**src/design/fpes_pkg.sv**
```systemverilog
// Shared constants and types for the flash program and erase sequencer.
package fpes_pkg;
  // Register indices on the plain register port.
  localparam logic [2:0] ADDR_CTRL = 3'h0;
  localparam logic [2:0] ADDR_KEY = 3'h1;
  localparam logic [2:0] ADDR_ADR_LO = 3'h2;
  localparam logic [2:0] ADDR_ADR_HI = 3'h3;
  localparam logic [2:0] ADDR_LATCH_LO = 3'h4;
  localparam logic [2:0] ADDR_LATCH_HI = 3'h5;
  localparam logic [2:0] ADDR_LATCH_IDX = 3'h6;
  localparam logic [2:0] ADDR_MODE = 3'h7;
  // Control register field positions.
  localparam int BIT_START = 15;
  localparam int BIT_ENABLE = 14;
  localparam int BIT_SEQERR = 13;
  localparam int BIT_SWAP = 11;
  localparam int BIT_P2ACT = 10;
  // Operation select codes.
  localparam logic [3:0] OP_DWORD = 4'h1;
  localparam logic [3:0] OP_ROW = 4'h2;
  localparam logic [3:0] OP_PAGE_ERASE = 4'h3;
  localparam logic [3:0] OP_INACT_ERASE = 4'h4;
  localparam logic [3:0] OP_BOOT_CFG = 4'h8;
  localparam logic [3:0] OP_CHIP_ERASE = 4'he;
  // Unlock key values.
  localparam logic [7:0] KEY_FIRST = 8'h55;
  localparam logic [7:0] KEY_SECOND = 8'haa;
  // Latch geometry and boot word width.
  localparam int LATCH_WORDS = 128;
  localparam int WORD_BITS = 24;
  localparam int BOOT_BITS = 48;
  // Fixed address used by operations that ignore the target address.
  localparam logic [23:0] FIXED_ADDR = 24'h00_0000;
  // Self-timed operation length in ns and the derived cycle count at 200 MHz.
  localparam int OP_TIME_NS = 1000;
  localparam int CLK_PERIOD_NS = 5;
  localparam int OP_CYCLES = (OP_TIME_NS + CLK_PERIOD_NS - 1) / CLK_PERIOD_NS;
  localparam logic [15:0] ZERO16 = 16'h0000;

  typedef enum logic [1:0] {FPES_IDLE, FPES_KEY1, FPES_ARMED} fpes_key_t;
  typedef enum logic [1:0] {FPES_RUN_IDLE, FPES_RUN_BUSY} fpes_run_t;

  // Request latched at launch and driven on the commit outputs.
  typedef struct packed {
    logic [3:0] op;
    logic [23:0] addr;
    logic stall;
  } fpes_req_t;
endpackage

```
**src/design/fpes_timer.sv**
```systemverilog
// Self-timed operation counter for the flash sequencer.
`timescale 1ns/100ps
module fpes_timer #(
  parameter int CYCLES = fpes_pkg::OP_CYCLES
) (
  input wire logic i_clk,
  input wire logic i_rst_b,
  input wire logic i_go,
  output logic o_done,
  output logic o_busy
);
  typedef struct packed {
    logic [15:0] cnt;
    logic busy;
    logic done;
  } fpes_tmr_st_t;
  fpes_tmr_st_t s_q;
  fpes_tmr_st_t s_d;

  // Load the count on go, count down, pulse done at the end.
  always_comb begin
    s_d = s_q;
    s_d.done = 1'b0;
    if (i_go && !s_q.busy) begin
      s_d.busy = 1'b1;
      s_d.cnt = 16'(CYCLES - 1);
    end else if (s_q.busy) begin
      if (s_q.cnt == fpes_pkg::ZERO16) begin
        s_d.busy = 1'b0;
        s_d.done = 1'b1;
      end else begin
        s_d.cnt = s_q.cnt - 16'h0001;
      end
    end
  end

  // State register.
  always_ff @(posedge i_clk or negedge i_rst_b) begin
    if (!i_rst_b) begin
      s_q <= '0;
    end else begin
      s_q <= s_d;
    end
  end

  assign o_done = s_q.done;
  assign o_busy = s_q.busy;
endmodule

```
**src/design/fpes_seq.sv**
```systemverilog
// Flash program and erase sequencer with control, key, address and latch registers.
`timescale 1ns/100ps
module fpes_seq #(
  parameter int OP_CYC = fpes_pkg::OP_CYCLES,
  parameter int NWORDS = fpes_pkg::LATCH_WORDS
) (
  input wire logic i_clk,
  input wire logic i_rst_b,
  input wire logic i_por_b,
  input wire logic i_dual_mode,
  input wire logic i_swap_event,
  input wire logic i_p2_active,
  input wire logic [2:0] i_addr,
  input wire logic [15:0] i_wdata,
  input wire logic i_wr,
  input wire logic i_rd,
  output logic [15:0] o_rdata,
  output logic o_stall,
  output logic o_busy,
  output logic o_commit,
  output logic [3:0] o_commit_op,
  output logic [23:0] o_commit_addr,
  output logic [23:0] o_commit_word0,
  output logic [23:0] o_commit_word1,
  output logic o_boot_pending
);
  localparam int IW = $clog2(NWORDS);

  typedef struct packed {
    logic start;
    logic enable;
    logic seqerr;
    logic swap;
    logic [3:0] op;
    logic [7:0] adr_hi;
    logic [15:0] adr_lo;
    logic [IW-1:0] idx;
    fpes_pkg::fpes_key_t key;
    fpes_pkg::fpes_run_t run;
    logic [15:0] rdata;
    logic stall;
    logic go;
    logic commit;
    fpes_pkg::fpes_req_t req;
    logic [23:0] w0;
    logic [23:0] w1;
    logic boot;
  } fpes_st_t;

  fpes_st_t s_q;
  fpes_st_t s_d;
  logic [23:0] latch_q [NWORDS];
  logic done;
  logic tbusy;

  // Decode of implemented and currently legal operation codes.
  function automatic logic op_legal(input logic [3:0] op, input logic dual);
    unique case (op)
      fpes_pkg::OP_DWORD, fpes_pkg::OP_ROW, fpes_pkg::OP_PAGE_ERASE,
      fpes_pkg::OP_BOOT_CFG, fpes_pkg::OP_CHIP_ERASE: op_legal = 1'b1;
      fpes_pkg::OP_INACT_ERASE: op_legal = dual;
      default: op_legal = 1'b0;
    endcase
  endfunction

  // Control register image as software reads it.
  function automatic logic [15:0] ctrl_img(input fpes_st_t s, input logic dual,
                                           input logic p2);
    logic [15:0] v;
    v = fpes_pkg::ZERO16;
    v[fpes_pkg::BIT_START] = s.start;
    v[fpes_pkg::BIT_ENABLE] = s.enable;
    v[fpes_pkg::BIT_SEQERR] = s.seqerr;
    v[fpes_pkg::BIT_SWAP] = s.swap & dual;
    v[fpes_pkg::BIT_P2ACT] = p2 & dual;
    v[3:0] = s.op;
    ctrl_img = v;
  endfunction

  fpes_timer #(
    .CYCLES(OP_CYC)
  ) u_timer (
    .i_clk(i_clk),
    .i_rst_b(i_por_b), // Power-on only, so a warm reset cannot strand an operation.
    .i_go(s_q.go),
    .o_done(done),
    .o_busy(tbusy)
  );

  // Register writes, unlock sequence, launch and completion.
  always_comb begin
    logic legal;
    logic [23:0] tgt;
    legal = 1'b0;
    tgt = {s_q.adr_hi, s_q.adr_lo};
    s_d = s_q;
    s_d.go = 1'b0;
    s_d.commit = 1'b0;
    s_d.rdata = fpes_pkg::ZERO16;
    if (i_rd) begin
      unique case (i_addr)
        fpes_pkg::ADDR_CTRL: s_d.rdata = ctrl_img(s_q, i_dual_mode, i_p2_active);
        fpes_pkg::ADDR_ADR_LO: s_d.rdata = s_q.adr_lo;
        fpes_pkg::ADDR_ADR_HI: s_d.rdata = {8'h00, s_q.adr_hi};
        fpes_pkg::ADDR_LATCH_IDX: s_d.rdata = 16'(s_q.idx);
        fpes_pkg::ADDR_MODE: s_d.rdata = {15'h0000, s_q.boot};
        default: s_d.rdata = fpes_pkg::ZERO16; // Key reads as zero.
      endcase
    end
    // Any access other than the second key breaks an armed sequence.
    if ((i_wr || i_rd) && !(i_wr && i_addr == fpes_pkg::ADDR_KEY)) begin
      if (!(i_wr && i_addr == fpes_pkg::ADDR_CTRL)) begin
        s_d.key = fpes_pkg::FPES_IDLE;
      end
    end
    if (i_wr && s_q.run == fpes_pkg::FPES_RUN_IDLE) begin
      unique case (i_addr)
        fpes_pkg::ADDR_KEY: begin
          if (i_wdata[7:0] == fpes_pkg::KEY_FIRST) begin
            s_d.key = fpes_pkg::FPES_KEY1;
          end else if (i_wdata[7:0] == fpes_pkg::KEY_SECOND &&
                       s_q.key == fpes_pkg::FPES_KEY1) begin
            s_d.key = fpes_pkg::FPES_ARMED;
          end else begin
            s_d.key = fpes_pkg::FPES_IDLE;
          end
        end
        fpes_pkg::ADDR_CTRL: begin
          s_d.enable = i_wdata[fpes_pkg::BIT_ENABLE];
          s_d.op = i_wdata[3:0];
          if (!i_wdata[fpes_pkg::BIT_SWAP]) begin
            s_d.swap = 1'b0;
          end
          s_d.key = fpes_pkg::FPES_IDLE;
          if (i_wdata[fpes_pkg::BIT_START]) begin
            legal = op_legal(i_wdata[3:0], i_dual_mode);
            if (s_q.key == fpes_pkg::FPES_ARMED && s_q.enable &&
                i_wdata[fpes_pkg::BIT_ENABLE] && legal) begin
              s_d.start = 1'b1;
              s_d.seqerr = 1'b0;
              s_d.run = fpes_pkg::FPES_RUN_BUSY;
              s_d.go = 1'b1;
              s_d.req.op = i_wdata[3:0];
              if (i_wdata[3:0] == fpes_pkg::OP_CHIP_ERASE ||
                  i_wdata[3:0] == fpes_pkg::OP_INACT_ERASE) begin
                tgt = fpes_pkg::FIXED_ADDR;
              end
              s_d.req.addr = tgt;
              // Only the inactive-partition erase runs beside the core.
              s_d.req.stall = !(i_dual_mode &&
                                i_wdata[3:0] == fpes_pkg::OP_INACT_ERASE);
              s_d.stall = s_d.req.stall;
            end else begin
              s_d.seqerr = 1'b1;
            end
          end
        end
        fpes_pkg::ADDR_ADR_LO: s_d.adr_lo = i_wdata;
        fpes_pkg::ADDR_ADR_HI: s_d.adr_hi = i_wdata[7:0];
        fpes_pkg::ADDR_LATCH_IDX: s_d.idx = i_wdata[IW-1:0];
        default: begin
        end
      endcase
    end
    // Completion clears start, releases the core and commits latches.
    if (done) begin
      s_d.start = 1'b0;
      s_d.stall = 1'b0;
      s_d.run = fpes_pkg::FPES_RUN_IDLE;
      s_d.commit = 1'b1;
      s_d.w0 = latch_q[0];
      s_d.w1 = latch_q[1];
      if (s_q.req.op == fpes_pkg::OP_BOOT_CFG) begin
        s_d.boot = 1'b1;
      end
    end
    // Hardware set of the swap bit wins over a software clear.
    if (i_swap_event && i_dual_mode) begin
      s_d.swap = 1'b1;
    end
  end

  // Control fields except swap survive warm reset, which clears swap; only power-on clears the rest.
  always_ff @(posedge i_clk or negedge i_por_b) begin
    if (!i_por_b) begin
      s_q <= '0;
    end else if (!i_rst_b) begin
      s_q <= s_d;
      s_q.swap <= 1'b0;
    end else begin
      s_q <= s_d;
    end
  end

  // Table-write holding latches; array only sees them on commit.
  always_ff @(posedge i_clk) begin
    if (i_wr && i_addr == fpes_pkg::ADDR_LATCH_LO) begin
      latch_q[s_q.idx][15:0] <= i_wdata;
    end
    if (i_wr && i_addr == fpes_pkg::ADDR_LATCH_HI) begin
      latch_q[s_q.idx][23:16] <= i_wdata[7:0];
    end
  end

  assign o_rdata = s_q.rdata;
  assign o_stall = s_q.stall;
  assign o_busy = s_q.start;
  assign o_commit = s_q.commit;
  assign o_commit_op = s_q.req.op;
  assign o_commit_addr = s_q.req.addr;
  assign o_commit_word0 = s_q.w0;
  assign o_commit_word1 = s_q.w1;
  assign o_boot_pending = s_q.boot;

  // Start is still high, with done still low, on the cycle after it rises.
  a_start_held: assert property (@(posedge i_clk) disable iff (!i_por_b)
    $rose(s_q.start) |=> s_q.start throughout (!done [*1]))
    else $error("start dropped early");
  // Completion clears the start bit on the next edge.
  a_start_clear: assert property (@(posedge i_clk) disable iff (!i_por_b)
    done |=> !s_q.start)
    else $error("start not cleared");
  // A launch in single-partition mode stalls the core.
  a_stall_single: assert property (@(posedge i_clk) disable iff (!i_por_b)
    s_d.go && !i_dual_mode |=> o_stall)
    else $error("no stall");
  // An inactive-partition erase leaves the core running.
  a_no_stall_dual: assert property (@(posedge i_clk) disable iff (!i_por_b)
    s_d.go && i_dual_mode && i_wdata[3:0] == fpes_pkg::OP_INACT_ERASE |=> !o_stall)
    else $error("stall on inactive erase");
  // A launch needs the enable bit already set.
  a_enable_gate: assert property (@(posedge i_clk) disable iff (!i_por_b)
    s_d.go |-> s_q.enable)
    else $error("launch while disabled");
  // A launch needs the key pair just before it.
  a_key_gate: assert property (@(posedge i_clk) disable iff (!i_por_b)
    s_d.go |-> s_q.key == fpes_pkg::FPES_ARMED)
    else $error("launch unkeyed");
  // A refused start while idle raises the error flag.
  a_bad_start_err: assert property (@(posedge i_clk) disable iff (!i_por_b)
    i_wr && i_addr == fpes_pkg::ADDR_CTRL && i_wdata[fpes_pkg::BIT_START] && !s_d.go
    && s_q.run == fpes_pkg::FPES_RUN_IDLE |=> s_q.seqerr)
    else $error("no error");
  // Swap status reads zero in single-partition mode.
  a_swap_single: assert property (@(posedge i_clk) disable iff (!i_por_b)
    !i_dual_mode && i_rd && i_addr == fpes_pkg::ADDR_CTRL |=> !o_rdata[fpes_pkg::BIT_SWAP])
    else $error("swap shown in single mode");
  // Chip erase ignores the programmed target address.
  a_fixed_addr: assert property (@(posedge i_clk) disable iff (!i_por_b)
    s_d.go && i_wdata[3:0] == fpes_pkg::OP_CHIP_ERASE |=> o_commit_addr == fpes_pkg::FIXED_ADDR)
    else $error("chip erase used address");
  // Partition status reads zero in single-partition mode.
  a_p2_single: assert property (@(posedge i_clk) disable iff (!i_por_b)
    !i_dual_mode && i_rd && i_addr == fpes_pkg::ADDR_CTRL |=> !o_rdata[fpes_pkg::BIT_P2ACT])
    else $error("partition shown in single mode");
  // The key register never reads back.
  a_key_hidden: assert property (@(posedge i_clk) disable iff (!i_por_b)
    i_rd && i_addr == fpes_pkg::ADDR_KEY |=> o_rdata == fpes_pkg::ZERO16)
    else $error("key read back");
  // Unimplemented or disallowed codes never launch.
  a_illegal_op: assert property (@(posedge i_clk) disable iff (!i_por_b)
    i_wr && i_addr == fpes_pkg::ADDR_CTRL && !op_legal(i_wdata[3:0], i_dual_mode) |-> !s_d.go)
    else $error("illegal code launched");
  // The inactive-partition erase never launches in single-partition mode.
  a_inact_single: assert property (@(posedge i_clk) disable iff (!i_por_b)
    !i_dual_mode && i_wdata[3:0] == fpes_pkg::OP_INACT_ERASE |-> !s_d.go)
    else $error("inactive erase in single mode");
  // A successful launch clears the error flag.
  a_err_clear: assert property (@(posedge i_clk) disable iff (!i_por_b)
    s_d.go |=> !s_q.seqerr)
    else $error("error flag kept");
  // Completion commits the latches for exactly one cycle.
  a_commit_done: assert property (@(posedge i_clk) disable iff (!i_por_b)
    done |=> o_commit)
    else $error("no commit at done");
  a_commit_pulse: assert property (@(posedge i_clk) disable iff (!i_por_b)
    o_commit |=> !o_commit)
    else $error("commit longer than a cycle");
  // Completion releases the core, and a stall only stands during an operation.
  a_stall_release: assert property (@(posedge i_clk) disable iff (!i_por_b)
    done |=> !o_stall)
    else $error("stall kept after done");
  a_stall_busy: assert property (@(posedge i_clk) disable iff (!i_por_b)
    o_stall |-> o_busy)
    else $error("stall without operation");
  // A finished boot word write stays pending until power-on.
  a_boot_pend: assert property (@(posedge i_clk) disable iff (!i_por_b)
    done && s_q.req.op == fpes_pkg::OP_BOOT_CFG |=> o_boot_pending)
    else $error("boot word not pending");
  // Warm reset clears swap status and keeps the control fields.
  a_warm_swap: assert property (@(posedge i_clk) disable iff (!i_por_b)
    !i_rst_b |=> !s_q.swap)
    else $error("swap kept over warm reset");
  a_warm_keep: assert property (@(posedge i_clk) disable iff (!i_por_b)
    !i_rst_b && !i_wr |=> $stable(s_q.enable) && $stable(s_q.op))
    else $error("control changed by warm reset");
endmodule

```
**config.mk**
```make
export PLATFORM = sky130hd
export DESIGN_NAME = fpes_seq
export DESIGN_NICKNAME = d
export VERILOG_FILES = /design/src/design/fpes_pkg.sv /design/src/design/fpes_timer.sv /design/src/design/fpes_seq.sv
export SDC_FILE = /design/constraint.sdc
export NUM_CORES = 1
export LEC_CHECK = 0
export ABC_CLOCK_PERIOD_IN_PS = 4720
export BUFFER_PORTS_ARGS = -buffer_cell sky130_fd_sc_hd__buf_2
export CAP_MARGIN = 20
export CORE_MARGIN = 2
export CORE_UTILIZATION = 62
export DETAILED_ROUTE_END_ITERATION = 7
export GPL_TIMING_DRIVEN = 1
export PLACE_DENSITY_LB_ADDON = 0.1
export SLEW_MARGIN = 20
export SYNTH_ARGS = -nofsm -noshare
export SYNTH_HDL_FRONTEND = slang
export SYNTH_HIERARCHICAL = 1
export SYNTH_SLANG_ARGS = --single-unit
```
**constraint.sdc**
```tcl
create_clock -name i_clk -period 4.72 [get_ports i_clk]
set_input_delay 0.472 -clock i_clk [delete_from_list [all_inputs] [get_ports i_clk]]
set_output_delay 0.472 -clock i_clk [all_outputs]
set_load 0.005 [all_outputs]
```
==> Flow_metrics.wiki, run 1 <==
{| class="wikitable"
! Metric !! Value
|-
| Effective utilization at floorplan || between 60% and 70%
|-
| # IOs || ~120
|-
| Post-CTS Hold Buffers || 0
|-
| Worst path required time || slightly above 5000 ps
|-
| Cell chosen for the clock root || sky130_fd_sc_hd__clkbuf_16
|-
| Total count of hold-check failures in the final report || 0
|-
| Worst IR drop on VDD || ~0.00025 V
|-
| Relative contribution of sequential cells to total power || between 50 and 60%
|-
| Tightest Pin Transition || slightly below 1000 ps
|-
| Share of total power consumed by net switching || about a fifth
|-
| Synth Net Count || roughly 700
|-
| Cells after synthesis || approximately 670
|-
| Cell Int Power || 0.00272 W
|-
| Unique masters post-synth || 69
|-
| Die boundary height || 124 um
|-
| Die Outline Area || around 15000 um2
|-
| Final standard cell count with taps included and fillers excluded || approximately 900
|-
| CTS Buf Count || 21
|-
| Pin count of the biggest net entering global routing || about 120
|-
| GP Congestion || ~0.80
|-
| Total Negative Setup Slacks || 0 ps
|-
| Post-detailed-route via-to-cell ratio || 5.94
|-
| Routed WL per cell || between 20 and 25 um
|-
| Placeable core region || approximately 14000 um2
|-
| Maximum fanout count along the critical path || 9
|-
| Leakage || about 4.6 nW
|-
| Total wirelength of the detailed-routed design || ~18 mm
|-
| Fin Clk Skew || 10.7 ps
|-
| Area growth syn-to-layout || 7.48%
|-
| Register-to-register setup slack || ~2600 ps
|-
| Number of antenna-violating nets in the routed design || 0
|-
| Critical path launch point type || flip-flop
|-
| DRC || 0
|-
| First-pass GRT wire length || roughly 28 mm
|-
| Number of diodes || 0
|-
| Overflow left after global routing || 0
|-
| Power density over cell area || about 360 nW/um2
|-
| Fraction of registers with async set/reset || 76.5%
|-
| Port Buffers || around 120
|-
| Global routing usage summed across all routing layers || ~24%
|-
| Result of the run || finished, final reports clean
|-
| Number of max-cap violations || 0
|-
| CP arrival || 2560 ps
|-
| Fin nets || 723
|-
| Min Tclk post-route || between 2000 and 2500 ps
|-
| Clock tree from TritonCTS || built
|-
| H-Tree Level Count || 1
|-
| Crit path largest cell delay || approximately 560 ps
|-
| Worst r2r src || u_timer/s_q[2]$_DFFE_PN0P_
|-
| Total chip power || approximately 0.0034 W
|-
| Synth Register Bits || between 200 and 250
|-
| Synthesized area || 8880 um2
|-
| Post-CTS sizing || 0
|-
| Crit path max-delay cell type || sky130_fd_sc_hd__nor3b_2
|-
| Total net switching power || between 0.0007 and 0.0008 W
|-
| Clock Pin Slew Worst Setup and Hold Paths || about 60 ps
|-
| Detailed Routing Iterations Pass 1 || 5
|-
| CTS sink count || between 200 and 250
|-
| Final slew viol count || 0
|-
| Synthesized area per cell || 13.3 um2
|-
| Critical Path Sink Type || flip-flop
|-
| Half-perimeter wire length after detailed placement || approximately 12 mm
|-
| Layout cell share with drive strength beyond 1 || between 30% and 40%
|-
| Dpl cells || ~850
|-
| Top FF cell, synth || sky130_fd_sc_hd__dfrtp_1
|-
| Part of the total power dissipated in combinational logic || 3.0%
|-
| Sequential cell area fraction in the yosys report || around three fifths
|-
| Horizontal extent of the die || 124 um
|-
| Share of Yosys cell area claimed by the top area cell type || a little over two fifths
|-
| FP Rows || 43
|-
| Post-synth EDFFs || between 40 and 50
|-
| Clock Latency Late Sink || about 480 ps
|-
| Post-CTS setup-driven buffer insertion count || 0
|-
| RR Endpoint || u_timer/s_q[2]$_DFFE_PN0P_
|-
| Top cell type by total area after synthesis || sky130_fd_sc_hd__dfrtp_1
|-
| Yosys warning count || 6
|-
| Iteration-0 DRC Markers || approximately 440
|-
| Crit path cell chain || inv_1, ha_1, nor3b_2, nand4_2, nand2_1, mux2i_1
|-
| Number of global-route vias before repair || about 5200
|-
| Period Utilization, post-route || 45.7%
|-
| Antenna violations before repair || 0
|-
| Top area cells in the synthesized netlist || sky130_fd_sc_hd__dfrtp_1 44%, sky130_fd_sc_hd__edfxtp_1 16%, sky130_fd_sc_hd__mux2_2 11%
|-
| Clock Path Buffers || 3
|-
| Worst setup path startpoint || u_timer/s_q[2]$_DFFE_PN0P_
|-
| Worst min-delay path category || input pin to asynchronous set/reset pin
|-
| Unrepaired setup endpoints after global routing || false
|-
| Most common cell after layout, fill and taps aside || sky130_fd_sc_hd__dfrtp_1
|-
| Max-slew headroom at the worst pin || 34.2%
|-
| Clk pwr share || 44.2%
|-
| Peak Freq || about 460 MHz
|-
| Worst R2R Path Depth || 6
|-
| Crit path kind || flip-flop to flip-flop
|-
| Total via count after detailed routing || between 5000 and 6000
|-
| Final-report setup violation count || 0
|-
| Commonest non-fill, non-tap cells in the layout || 155 x sky130_fd_sc_hd__dfrtp_1, 121 x sky130_fd_sc_hd__buf_2, 83 x sky130_fd_sc_hd__mux2_2
|}
## synth_stat cells (all sizes together) (6+ instances only)
cell and count:
dfrtp 156, and3 6, clkbuf 11, nand3 34, o21ai 11, nor2 29, inv 10, edfxtp 48
o2bb2ai 25, a21oi 10, mux2 83, nand2 24, nor4 6, mux2i 18, nor3 7, nand4 6
buf 112
## per-stage QoR
step                utilization [%]  hold slack (ps)  cell area, um2  setup slack [ps]
floorplan                         -              176            8880              2080
global placement               63.8              456            8890              2390
detailed placement             63.8              462            8890              2300
CTS                            68.5              188            9540              2620
global route                   68.5              188            9540              2430
finish                         68.5             95.2            9540              2560
## power groups by stage
stage	clock network [W]	logic (W)	registers (W)
after global placement	0	0.000105	0.00185
final	0.00152	0.000105	0.00181
after global routing	0.00163	0.000117	0.00181
after detailed placement	0	0.000106	0.00185
after CTS	0.00155	0.000107	0.00181
after floorplan	0	0.0000422	0.00185
## state kept, by name, indices dropped and copies added, names as in the netlist, 4 cells and up
signal / count
latch_q: 48
s_q: 42
o_commit_addr: 24
o_commit_word0: 24
o_commit_word1: 24
o_rdata: 16
u_timer/s_q: 16
o_commit_op: 4
## cells by family (layout without fill, tap and decap cells)
family	after synthesis	in the layout	share of synthesized area, %
mux	101	101	12.6
compound gates	77	77	6.64
xor+xnor	2	2	0.197
simple gates	149	149	9.94
fa+ha+maj	1	1	0.141
buf+inv	133	175	10.3
flops	204	204	60.2
## worst max-delay path: cells and delay by family (launching register included)
family / cells / cell delay, ps
mux: 1 / 200
fa+ha+maj: 1 / 200
simple gates: 3 / 1160
buf+inv: 1 / 90
flops: 1 / 440
## worst max-delay path by stage
stage / end / slack [ps] / depth (start not counted)
after global routing: u_timer/s_q[2]$_DFFE_PN0P_ / 2430 / 6
after floorplan: latch_q[0][0]$_DFFE_PP_ / 2080 / 4
after global placement: o_commit_addr[4]$_DFFE_PN0P_ / 2390 / 6
after detailed placement: o_commit_addr[17]$_DFFE_PN0P_ / 2300 / 6
after CTS: u_timer/s_q[2]$_DFFE_PN0P_ / 2620 / 6
final: u_timer/s_q[2]$_DFFE_PN0P_ / 2560 / 6
## per-layer routing
layer	global-route usage (%)	wire (um)	share of wire [%]
met1	34.5	7850	43
met3	3.71	909	5.0
met5	0	0	0
met4	7.67	361	2.0
met2	39.7	9110	50
## final cells by class
type	count	area, um2
clock buffer	27	588
clock inverter	10	58.8
fill	985	4390
inverter	10	37.5
multi-input combinational	330	2620
sequential	204	5350
tap	180	225
timing repair buffer	128	664
(Power assumes the default switching activity.)
==> run 2, diff against run 1 <==
--- a/config.mk
+++ b/config.mk
@@ -5,11 +5,12 @@
 export SDC_FILE = /design/constraint.sdc
 export NUM_CORES = 1
 export LEC_CHECK = 0
-export ABC_CLOCK_PERIOD_IN_PS = 4720
+export ABC_AREA = 1
+export ABC_CLOCK_PERIOD_IN_PS = 2000
 export BUFFER_PORTS_ARGS = -buffer_cell sky130_fd_sc_hd__buf_2
 export CAP_MARGIN = 20
 export CORE_MARGIN = 2
-export CORE_UTILIZATION = 62
+export CORE_UTILIZATION = 57
 export DETAILED_ROUTE_END_ITERATION = 7
 export GPL_TIMING_DRIVEN = 1
 export PLACE_DENSITY_LB_ADDON = 0.1
==> constraint.sdc (replaced) <==
create_clock -name i_clk -period 2 [get_ports i_clk]
set_input_delay 0.2 -clock i_clk [delete_from_list [all_inputs] [get_ports i_clk]]
set_output_delay 0.2 -clock i_clk [all_outputs]
set_load 0.005 [all_outputs]
==> run 2 against run 1 <==
  * Setup slack got worse by 2200 ps
  * Hold slack got worse by 74 ps
  * Total power grew to 2.5 times the previous value
  * Critical path type unchanged
==> Flow_metrics.wiki, run 2 <==
{| class="wikitable"
! Metric !! Value
|-
| Effective utilization at floorplan || 58.8% (-4.9 points)
|-
| Sequential cell area fraction in the yosys report || 59.3% (-0.86 points)
|-
| Crit path cell chain || inv_1, ha_1, nand2_2, nor2_4, nand2_4, a21oi_4, o21ai_0
|-
| Port Buffers || 122 (unchanged)
|-
| Worst path required time || 2370 ps (-2750 ps)
|-
| Design Area, Final || 10000 um2 (+5.0%)
|-
| Area growth syn-to-layout || 11.2%
|-
| FP Rows || 45 (+4.7%)
|-
| Cells after synthesis || 911 (+37%)
|-
| Fraction of registers with async set/reset || 76.5% (unchanged)
|-
| H-Tree Level Count || 1 (unchanged)
|-
| Synth Net Count || 939 (+35%)
|-
| Flip-flop count of the largest register after layout || 48 (unchanged)
|-
| Total via count after detailed routing || 6212 (+18%)
|-
| Critical Path Sink Type || flip-flop
|-
| Horizontal extent of the die || 130 um (+4.9%)
|-
| Most frequent cell after synthesis || sky130_fd_sc_hd__nand2_1
|-
| Most instantiated cells after synthesis || 281 x sky130_fd_sc_hd__nand2_1, 156 x sky130_fd_sc_hd__dfrtp_1, 93 x sky130_fd_sc_hd__buf_4
|-
| Crit path largest cell delay || 390 ps (-170 ps)
|-
| CTS sink count || 204 (unchanged)
|-
| # IOs || 123 (unchanged)
|-
| Power density over cell area || 865 nW/um2 (+140%)
|-
| GP Congestion || 0.880 (+9.4%)
|-
| Detailed Routing Iterations Pass 1 || 5 (unchanged)
|-
| Synth Register Bits || 204 (unchanged)
|-
| Antenna violations before repair || 0 (unchanged)
|-
| Unrepaired setup endpoints after global routing || false
|-
| Period Utilization, post-route || 82.6% (+37 points)
|-
| Total Negative Setup Slacks || 0 ps (unchanged)
|-
| Largest regs || latch_q: 48 flops, s_q: 42 flops
|-
| Clock Path Buffers || 3 (unchanged)
|-
| Final standard cell count with taps included and fillers excluded || 1189 (+34%)
|-
| Post-CTS setup-driven buffer insertion count || 0 (unchanged)
|-
| Total wirelength of the detailed-routed design || 19.8 mm (+8.9%)
|-
| Number of antenna-violating nets in the routed design || 0 (unchanged)
|-
| Min Tclk post-route || 1650 ps (-505 ps)
|-
| CTS Buf Count || 22 (+4.8%)
|-
| Crit path max-delay cell type || sky130_fd_sc_hd__dfrtp_1
|-
| Critical path launch point type || flip-flop
|-
| Worst IR drop on VDD || 0.000680 V (+170%)
|-
| Share of Yosys cell area claimed by the top area cell type || 43.3% (-0.63 points)
|-
| Worst min-delay path category || input pin to flip-flop
|-
| Commonest non-fill, non-tap cells in the layout || 281 x sky130_fd_sc_hd__nand2_1, 155 x sky130_fd_sc_hd__dfrtp_1, 121 x sky130_fd_sc_hd__buf_2
|-
| Global routing usage summed across all routing layers || 24.6% (+0.11 points)
|-
| Tightest Pin Transition || 614 ps (-372 ps)
|-
| Clock tree from TritonCTS || built
|-
| Most common cell after layout, fill and taps aside || sky130_fd_sc_hd__nand2_1
|-
| Top cell type by total area after synthesis || sky130_fd_sc_hd__dfrtp_1
|-
| First-pass GRT wire length || 31.9 mm (+13%)
|-
| Total count of hold-check failures in the final report || 0 (unchanged)
|-
| Die boundary height || 130 um (+4.9%)
|-
| Post-CTS sizing || 0 (unchanged)
|-
| Dpl cells || 1139 (+34%)
|-
| Fin nets || 990 (+37%)
|-
| Max-slew headroom at the worst pin || 59.0% (+25 points)
|-
| Pin count of the biggest net entering global routing || 51 (-56%)
|-
| Number of global-route vias before repair || 6015 (+16%)
|-
| Iteration-0 DRC Markers || 501 (+13%)
|-
| Result of the run || finished, final reports clean
|-
| Final slew viol count || 0 (unchanged)
|-
| Final-report setup violation count || 0 (unchanged)
|-
| Placeable core region || 15300 um2 (+9.9%)
|-
| Total chip power || 0.00866 W (+150%)
|-
| Cell chosen for the clock root || sky130_fd_sc_hd__clkbuf_16
|-
| Layout cell share with drive strength beyond 1 || 24.0% (-13 points)
|-
| Overflow left after global routing || 0 (unchanged)
|-
| Post-synth EDFFs || 48 (unchanged)
|-
| Routed WL per cell || 16.7 um (-19%)
|-
| Number of max-cap violations || 0 (unchanged)
|-
| CP arrival || 2020 ps (-540 ps)
|-
| Cell area after placement || 9180 um2 (+3.2%)
|-
| Unique masters post-synth || 39 (-43%)
|-
| DRC || 0 (unchanged)
|-
| Number of diodes || 0 (unchanged)
|-
| Post-detailed-route via-to-cell ratio || 5.22 (-12%)
|-
| Synthesized area per cell || 9.89 um2 (-26%)
|-
| Yosys warning count || 6 (unchanged)
|-
| Clock Latency Late Sink || 500 ps (+20 ps)
|-
| Fin Clk Skew || 10.3 ps (-0.345 ps)
|-
| Peak Freq || 605 MHz (+31%)
|-
| Die Outline Area || 16800 um2 (+10%)
|-
| Leakage || 5.13 nW (+11%)
|-
| Top area cells in the synthesized netlist || sky130_fd_sc_hd__dfrtp_1 43%, sky130_fd_sc_hd__edfxtp_1 16%, sky130_fd_sc_hd__nand2_1 12%
|-
| Top FF cell, synth || sky130_fd_sc_hd__dfrtp_1
|-
| Maximum fanout count along the critical path || 15 (+6)
|-
| Clock Pin Slew Worst Setup and Hold Paths || 60 ps (about the same)
|-
| Synthesized area || 9010 um2 (+1.5%)
|-
| Largest Register || latch_q
|-
| Half-perimeter wire length after detailed placement || 13.9 mm (+13%)
|-
| Crit path kind || flip-flop to flip-flop
|}
==> run 2: cell count changes after synthesis, sizes merged, moves of 12 or more <==
cell | before | now
a21oi | 10 | 22
inv | 10 | 55
mux2 | 83 | 4
mux2i | 18 | 0
nand2 | 24 | 288
nand3 | 34 | 48
nor2 | 29 | 52
o21ai | 11 | 73
o2bb2ai | 25 | 0
==> run 2: per-stage QoR <==
stage	utilization [%]	setup slack (ps)	hold WS (ps)
5_1_grt	65.4	193	9.62
3_5_place_dp	59.9	345	180
6_report	65.4	348	21.6
4_1_cts	65.4	352	4.71
2_1_floorplan	-	145	-95.6
3_3_place_gp	59.9	378	171
==> run 2: power by group <==
group          internal [W]  total, W  switching, W
registers           0.00428   0.00430     0.0000148
logic             0.0000762  0.000277      0.000201
clock network       0.00252   0.00409       0.00157
==> run 2: critical path: cells and delay by family (launching register included) <==
kind / cells / cell delay, ps
fa+ha+maj: 1 / 190
compound gates: 2 / 470
flops: 1 / 390
simple gates: 3 / 390
buf+inv: 1 / 80
==> run 2: area by class of cell <==
cell class	count	area [um2]
flip-flops and latches	204	5350
fillers	1274	5300
multi-input cells	527	2560
repair buffers	151	897
clock buffers	35	661
well taps	211	264
inverters	56	210
clock inverters	5	77.6
==> run 2: metal layers <==
metal | track usage [%] | share of wire [%] | up-vias
li1 | - | - | 2955
met1 | 34.8 | 44 | 3023
met2 | 40.1 | 48 | 194
met3 | 3.65 | 5.6 | 40
met4 | 7.27 | 2.5 | 0
met5 | 0 | 0 | -
==> run 2: repair_timing <==
item | in CTS | in global routing
hold buffers | 10 | 0
setup endpoints to repair | 0 | 0
hold endpoints to repair | 61 | 0
==> run 2: cell families after synthesis <==
group	after synthesis	share of synthesized area, %
AND/OR/NAND/NOR	409	19.5
XOR/XNOR	4	0.389
AO/OA/AOI/OAI	109	7.95
flip-flops	204	59.3
multiplexers	4	0.500
adder cells (fa/ha/maj)	1	0.139
buffers and inverters	180	12.2
==> run 2: worst paths after layout <==
| path | to | start | slack (ps) | cells after the start |
|---|---|---|---|---|
| setup / recovery | u_timer/s_q[17]$_DFFE_PN0P_ | u_timer/s_q[2]$_DFFE_PN0P_ | 350 | 7 |
| hold / removal | latch_q[1][23]$_DFFE_PP_ | i_wdata[7] | 20 | 1 |
| setup reg to reg | u_timer/s_q[17]$_DFFE_PN0P_ | u_timer/s_q[2]$_DFFE_PN0P_ | 350 | 7 |
| hold reg to reg | o_commit_word0[12]$_DFFE_PN0P_ | latch_q[0][12]$_DFFE_PP_ | 450 | 2 |
| max in group asynchronous | u_timer/o_done$_DFF_PN0_ | i_por_b | 1140 | 3 |
| min in group asynchronous | o_commit_word1[7]$_DFFE_PN0P_ | i_por_b | 220 | 2 |
==> run 3, diff against run 2 <==
--- a/config.mk
+++ b/config.mk
@@ -5,8 +5,8 @@
 export SDC_FILE = /design/constraint.sdc
 export NUM_CORES = 1
 export LEC_CHECK = 0
-export ABC_AREA = 1
-export ABC_CLOCK_PERIOD_IN_PS = 2000
+export ABC_AREA = 0
+export ABC_CLOCK_PERIOD_IN_PS = 1600
 export BUFFER_PORTS_ARGS = -buffer_cell sky130_fd_sc_hd__buf_2
 export CAP_MARGIN = 20
 export CORE_MARGIN = 2
==> constraint.sdc (replaced) <==
create_clock -name i_clk -period 1.6 [get_ports i_clk]
set_input_delay 0.16 -clock i_clk [delete_from_list [all_inputs] [get_ports i_clk]]
set_output_delay 0.16 -clock i_clk [all_outputs]
set_load 0.005 [all_outputs]
==> run 3 against run 2 <==
  * The flow now finishes with violations (negative setup slack)
  * Sequential cell count did not move
  * Total power rose by 21%
  * Via count fell by 11%
  * Core utilization rose by 4.1 points
  * Setup slack got worse by 470 ps
  * Non-clock buffer count rose by 53
  * First-iteration DRC count fell by 27%
  * Fmax fell by 3.9%
  * Design area rose by 5.4%
  * Clock skew rose by 0.92 ps
  * Critical endpoint is now u_timer/s_q[11]$_DFFE_PN0P_
  * Largest cell class unchanged
  * Largest power group unchanged
==> Flow_metrics.wiki, run 3 (synthesized netlist as in run 1, its figures left out) <==
{| class="wikitable"
! Metric !! Value
|-
| Power density over cell area || 989 nW/um2 (+14%)
|-
| Period Utilization, post-route || 107% (+25 points)
|-
| Number of max-cap violations || 0 (unchanged)
|-
| Die Outline Area || 16600 um2 (-1.4%)
|-
| Total via count after detailed routing || 5519 (-11%)
|-
| Fin nets || 799 (-19%)
|-
| CP arrival || 2130 ps (+110 ps)
|-
| Result of the run || finished, violations left
|-
| Largest regs || latch_q: 48 flops, s_q: 42 flops
|-
| Startpoint of the tightest hold check path || i_rd
|-
| Clock Pin Slew Worst Setup and Hold Paths || 60 ps (about the same)
|-
| Horizontal extent of the die || 129 um (-0.70%)
|-
| Leakage || 5.09 nW (-0.84%)
|-
| Number of fillers in the final layout || 1072 (-16%)
|-
| Critical path launch point type || flip-flop
|-
| Die boundary height || 129 um (-0.70%)
|-
| DRC || 0 (unchanged)
|-
| Port Buffers || 122 (unchanged)
|-
| Pin count of the biggest net entering global routing || 47 (-7.8%)
|-
| Maximum fanout count along the critical path || 4 (-11)
|-
| Worst path required time || 2010 ps (-360 ps)
|-
| Layout cell share with drive strength beyond 1 || 45.1% (+21 points)
|-
| Crit path cell chain || or4_4, a31o_4, or3_4, a21oi_2
|-
| H-Tree Level Count || 1 (unchanged)
|-
| Crit path largest cell delay || 560 ps (+170 ps)
|-
| Critical Path Sink Type || flip-flop
|-
| Number of global-route vias before repair || 5629 (-6.4%)
|-
| Tightest Pin Transition || 498 ps (-116 ps)
|-
| CTS Buf Count || 21 (-4.5%)
|-
| Crit path kind || flip-flop to flip-flop
|-
| Worst hold path cell count || 2 (+1)
|-
| Total wirelength of the detailed-routed design || 19.5 mm (-1.9%)
|-
| Minimum setup slack in the final design || -119 ps (-466 ps)
|-
| Final-report setup violation count || 11 (+11)
|-
| First-pass GRT wire length || 30.4 mm (-4.8%)
|-
| Commonest non-fill, non-tap cells in the layout || 148 x sky130_fd_sc_hd__dfrtp_1, 121 x sky130_fd_sc_hd__buf_2, 83 x sky130_fd_sc_hd__mux2_2
|-
| CTS sink count || 204 (unchanged)
|-
| Clock tree from TritonCTS || built
|-
| Cell chosen for the clock root || sky130_fd_sc_hd__clkbuf_16
|-
| Clock Path Buffers || 3 (unchanged)
|-
| Worst r2r src || u_timer/s_q[2]$_DFFE_PN0P_
|-
| Post-placement worst setup slack || -94.5 ps (-440 ps)
|-
| Placeable core region || 15200 um2 (-0.74%)
|-
| Flip-flop count of the largest register after layout || 48 (unchanged)
|-
| Min Tclk post-route || 1720 ps (+66.5 ps)
|-
| Number of antenna-violating nets in the routed design || 0 (unchanged)
|-
| Worst R2R Path Depth || 4 (-3)
|-
| Endpoint with the worst hold slack || o_rdata[1]$_DFF_PN0_
|-
| Worst IR drop on VDD || 0.000674 V (-0.85%)
|-
| Largest Register || latch_q
|-
| Antenna violations before repair || 0 (unchanged)
|-
| Max-slew headroom at the worst pin || 66.8% (+7.8 points)
|-
| Total count of hold-check failures in the final report || 0 (unchanged)
|-
| Overflow left after global routing || 0 (unchanged)
|-
| Area growth syn-to-layout || 19.0%
|-
| Final slew viol count || 0 (unchanged)
|-
| Fin Clk Skew || 11.3 ps (+0.919 ps)
|-
| Unrepaired setup endpoints after global routing || true
|-
| Crit path max-delay family || simple AND/OR/NAND/NOR gates
|-
| Number of buffer and inverter instances along the worst setup path || 0 (-1)
|-
| Violated checks || negative setup slack
|-
| Iteration-0 DRC Markers || 365 (-27%)
|-
| Effective utilization at floorplan || 58.4% (-0.41 points)
|-
| FP Rows || 45 (unchanged)
|-
| Crit path max-delay cell type || sky130_fd_sc_hd__or4_4
|-
| Number of diodes || 0 (unchanged)
|-
| Clock Latency Late Sink || 490 ps (about the same)
|-
| Worst min-delay path category || input pin to flip-flop
|-
| RR Endpoint || u_timer/s_q[11]$_DFFE_PN0P_
|-
| Total Negative Setup Slacks || -597 ps (-597 ps)
|-
| Most common cell after layout, fill and taps aside || sky130_fd_sc_hd__dfrtp_1
|-
| Half-perimeter wire length after detailed placement || 13.5 mm (-3.5%)
|-
| Global routing usage summed across all routing layers || 23.7% (-0.87 points)
|-
| Post-detailed-route via-to-cell ratio || 5.67 (+8.6%)
|-
| GP Congestion || 0.899 (+2.2%)
|-
| Routed WL per cell || 20.0 um (+20%)
|-
| Total chip power || 0.0104 W (+21%)
|-
| Detailed Routing Iterations Pass 1 || 4 (-1)
|-
| Peak Freq || 582 MHz (-3.9%)
|-
| # IOs || 123 (unchanged)
|-
| Register-to-register setup slack || -120 ps (-470 ps)
|}
## run 3: cell count changes in the layout (fill, tap and decap cells not counted), moves of 14 or more
cell | before | now
sky130_fd_sc_hd__buf_4 | 16 | 54
sky130_fd_sc_hd__inv_1 | 49 | 8
sky130_fd_sc_hd__mux2_2 | 4 | 83
sky130_fd_sc_hd__mux2i_1 | 0 | 18
sky130_fd_sc_hd__nand2_1 | 281 | 21
sky130_fd_sc_hd__nand3_1 | 45 | 31
sky130_fd_sc_hd__nor2_1 | 46 | 25
sky130_fd_sc_hd__o21ai_0 | 43 | 10
sky130_fd_sc_hd__o21ai_2 | 28 | 1
sky130_fd_sc_hd__o2bb2ai_1 | 0 | 25
## run 3: power by group
group	leakage, nW	total, W	switching (W)	internal, W
combinational	2.19	0.000426	0.000277	0.000149
sequential	2.58	0.00535	0.00000545	0.00535
clock	0.319	0.00467	0.00189	0.00278
total	5.09	0.0104	0.00217	0.00828
## run 3: metrics by stage
stage | area [um2] | util, % | std cells | hold slack [ps]
finish | 10600 | 69.5 | 973 | 39.6
global route | 10600 | 69.5 | 973 | 28.7
CTS | 10300 | 67.9 | 964 | 24.3
detailed placement | 9470 | 62.3 | 911 | 127
global placement | 9470 | 62.3 | 911 | 122
floorplan | 8930 | - | 667 | -136
## run 3: worst max path at each step
stage | startpoint | to | cells past startpoint | slack (ps)
5_1_grt | u_timer/s_q[2]$_DFFE_PN0P_ | u_timer/s_q[6]$_DFFE_PN0P_ | 6 | -170
3_5_place_dp | u_timer/s_q[2]$_DFFE_PN0P_ | u_timer/s_q[11]$_DFFE_PN0P_ | 4 | -90
2_1_floorplan | u_timer/s_q[2]$_DFFE_PN0P_ | u_timer/s_q[11]$_DFFE_PN0P_ | 4 | -50
3_3_place_gp | u_timer/s_q[2]$_DFFE_PN0P_ | u_timer/s_q[11]$_DFFE_PN0P_ | 4 | -50
4_1_cts | u_timer/s_q[2]$_DFFE_PN0P_ | u_timer/s_q[11]$_DFFE_PN0P_ | 4 | -80
6_report | u_timer/s_q[2]$_DFFE_PN0P_ | u_timer/s_q[11]$_DFFE_PN0P_ | 4 | -120
## run 3: repair_timing
action                                  4_1_cts  5_1_grt
endpoints found under the setup margin       12       99
pin swaps                                     3        9
hold buffers                                 13        0
gates resized for setup                      10       37
hold endpoints to repair                     99        0
buffers inserted                              3        9
## run 3: routing by layer
metal / vias up / track usage (%) / part of all wire (%)
met1: 2803 / 31.2 / 43
li1: 2517 / - / -
met3: 38 / 3.66 / 5.2
met5: - / 0 / 0
met2: 161 / 41.0 / 50
met4: 0 / 7.23 / 2.3
## run 3: area by class of cell
cell class | instances | area [um2] | area share [%]
tap | 188 | 235 | 2.23
timing repair buffer | 204 | 1420 | 13.4
inverter | 10 | 37.5 | 0.355
clock buffer | 29 | 566 | 5.35
sequential | 204 | 5360 | 50.7
multi-input combinational | 330 | 2870 | 27.1
clock inverter | 8 | 86.3 | 0.817
## run 3: worst register-to-register path, delay by kind of cell, from the launching register on
| family | cells | cell delay [ps] |
|---|---|---|
| AND/OR/NAND/NOR | 2 | 890 |
| AO/OA/AOI/OAI | 2 | 360 |
| flip-flops | 1 | 400 |
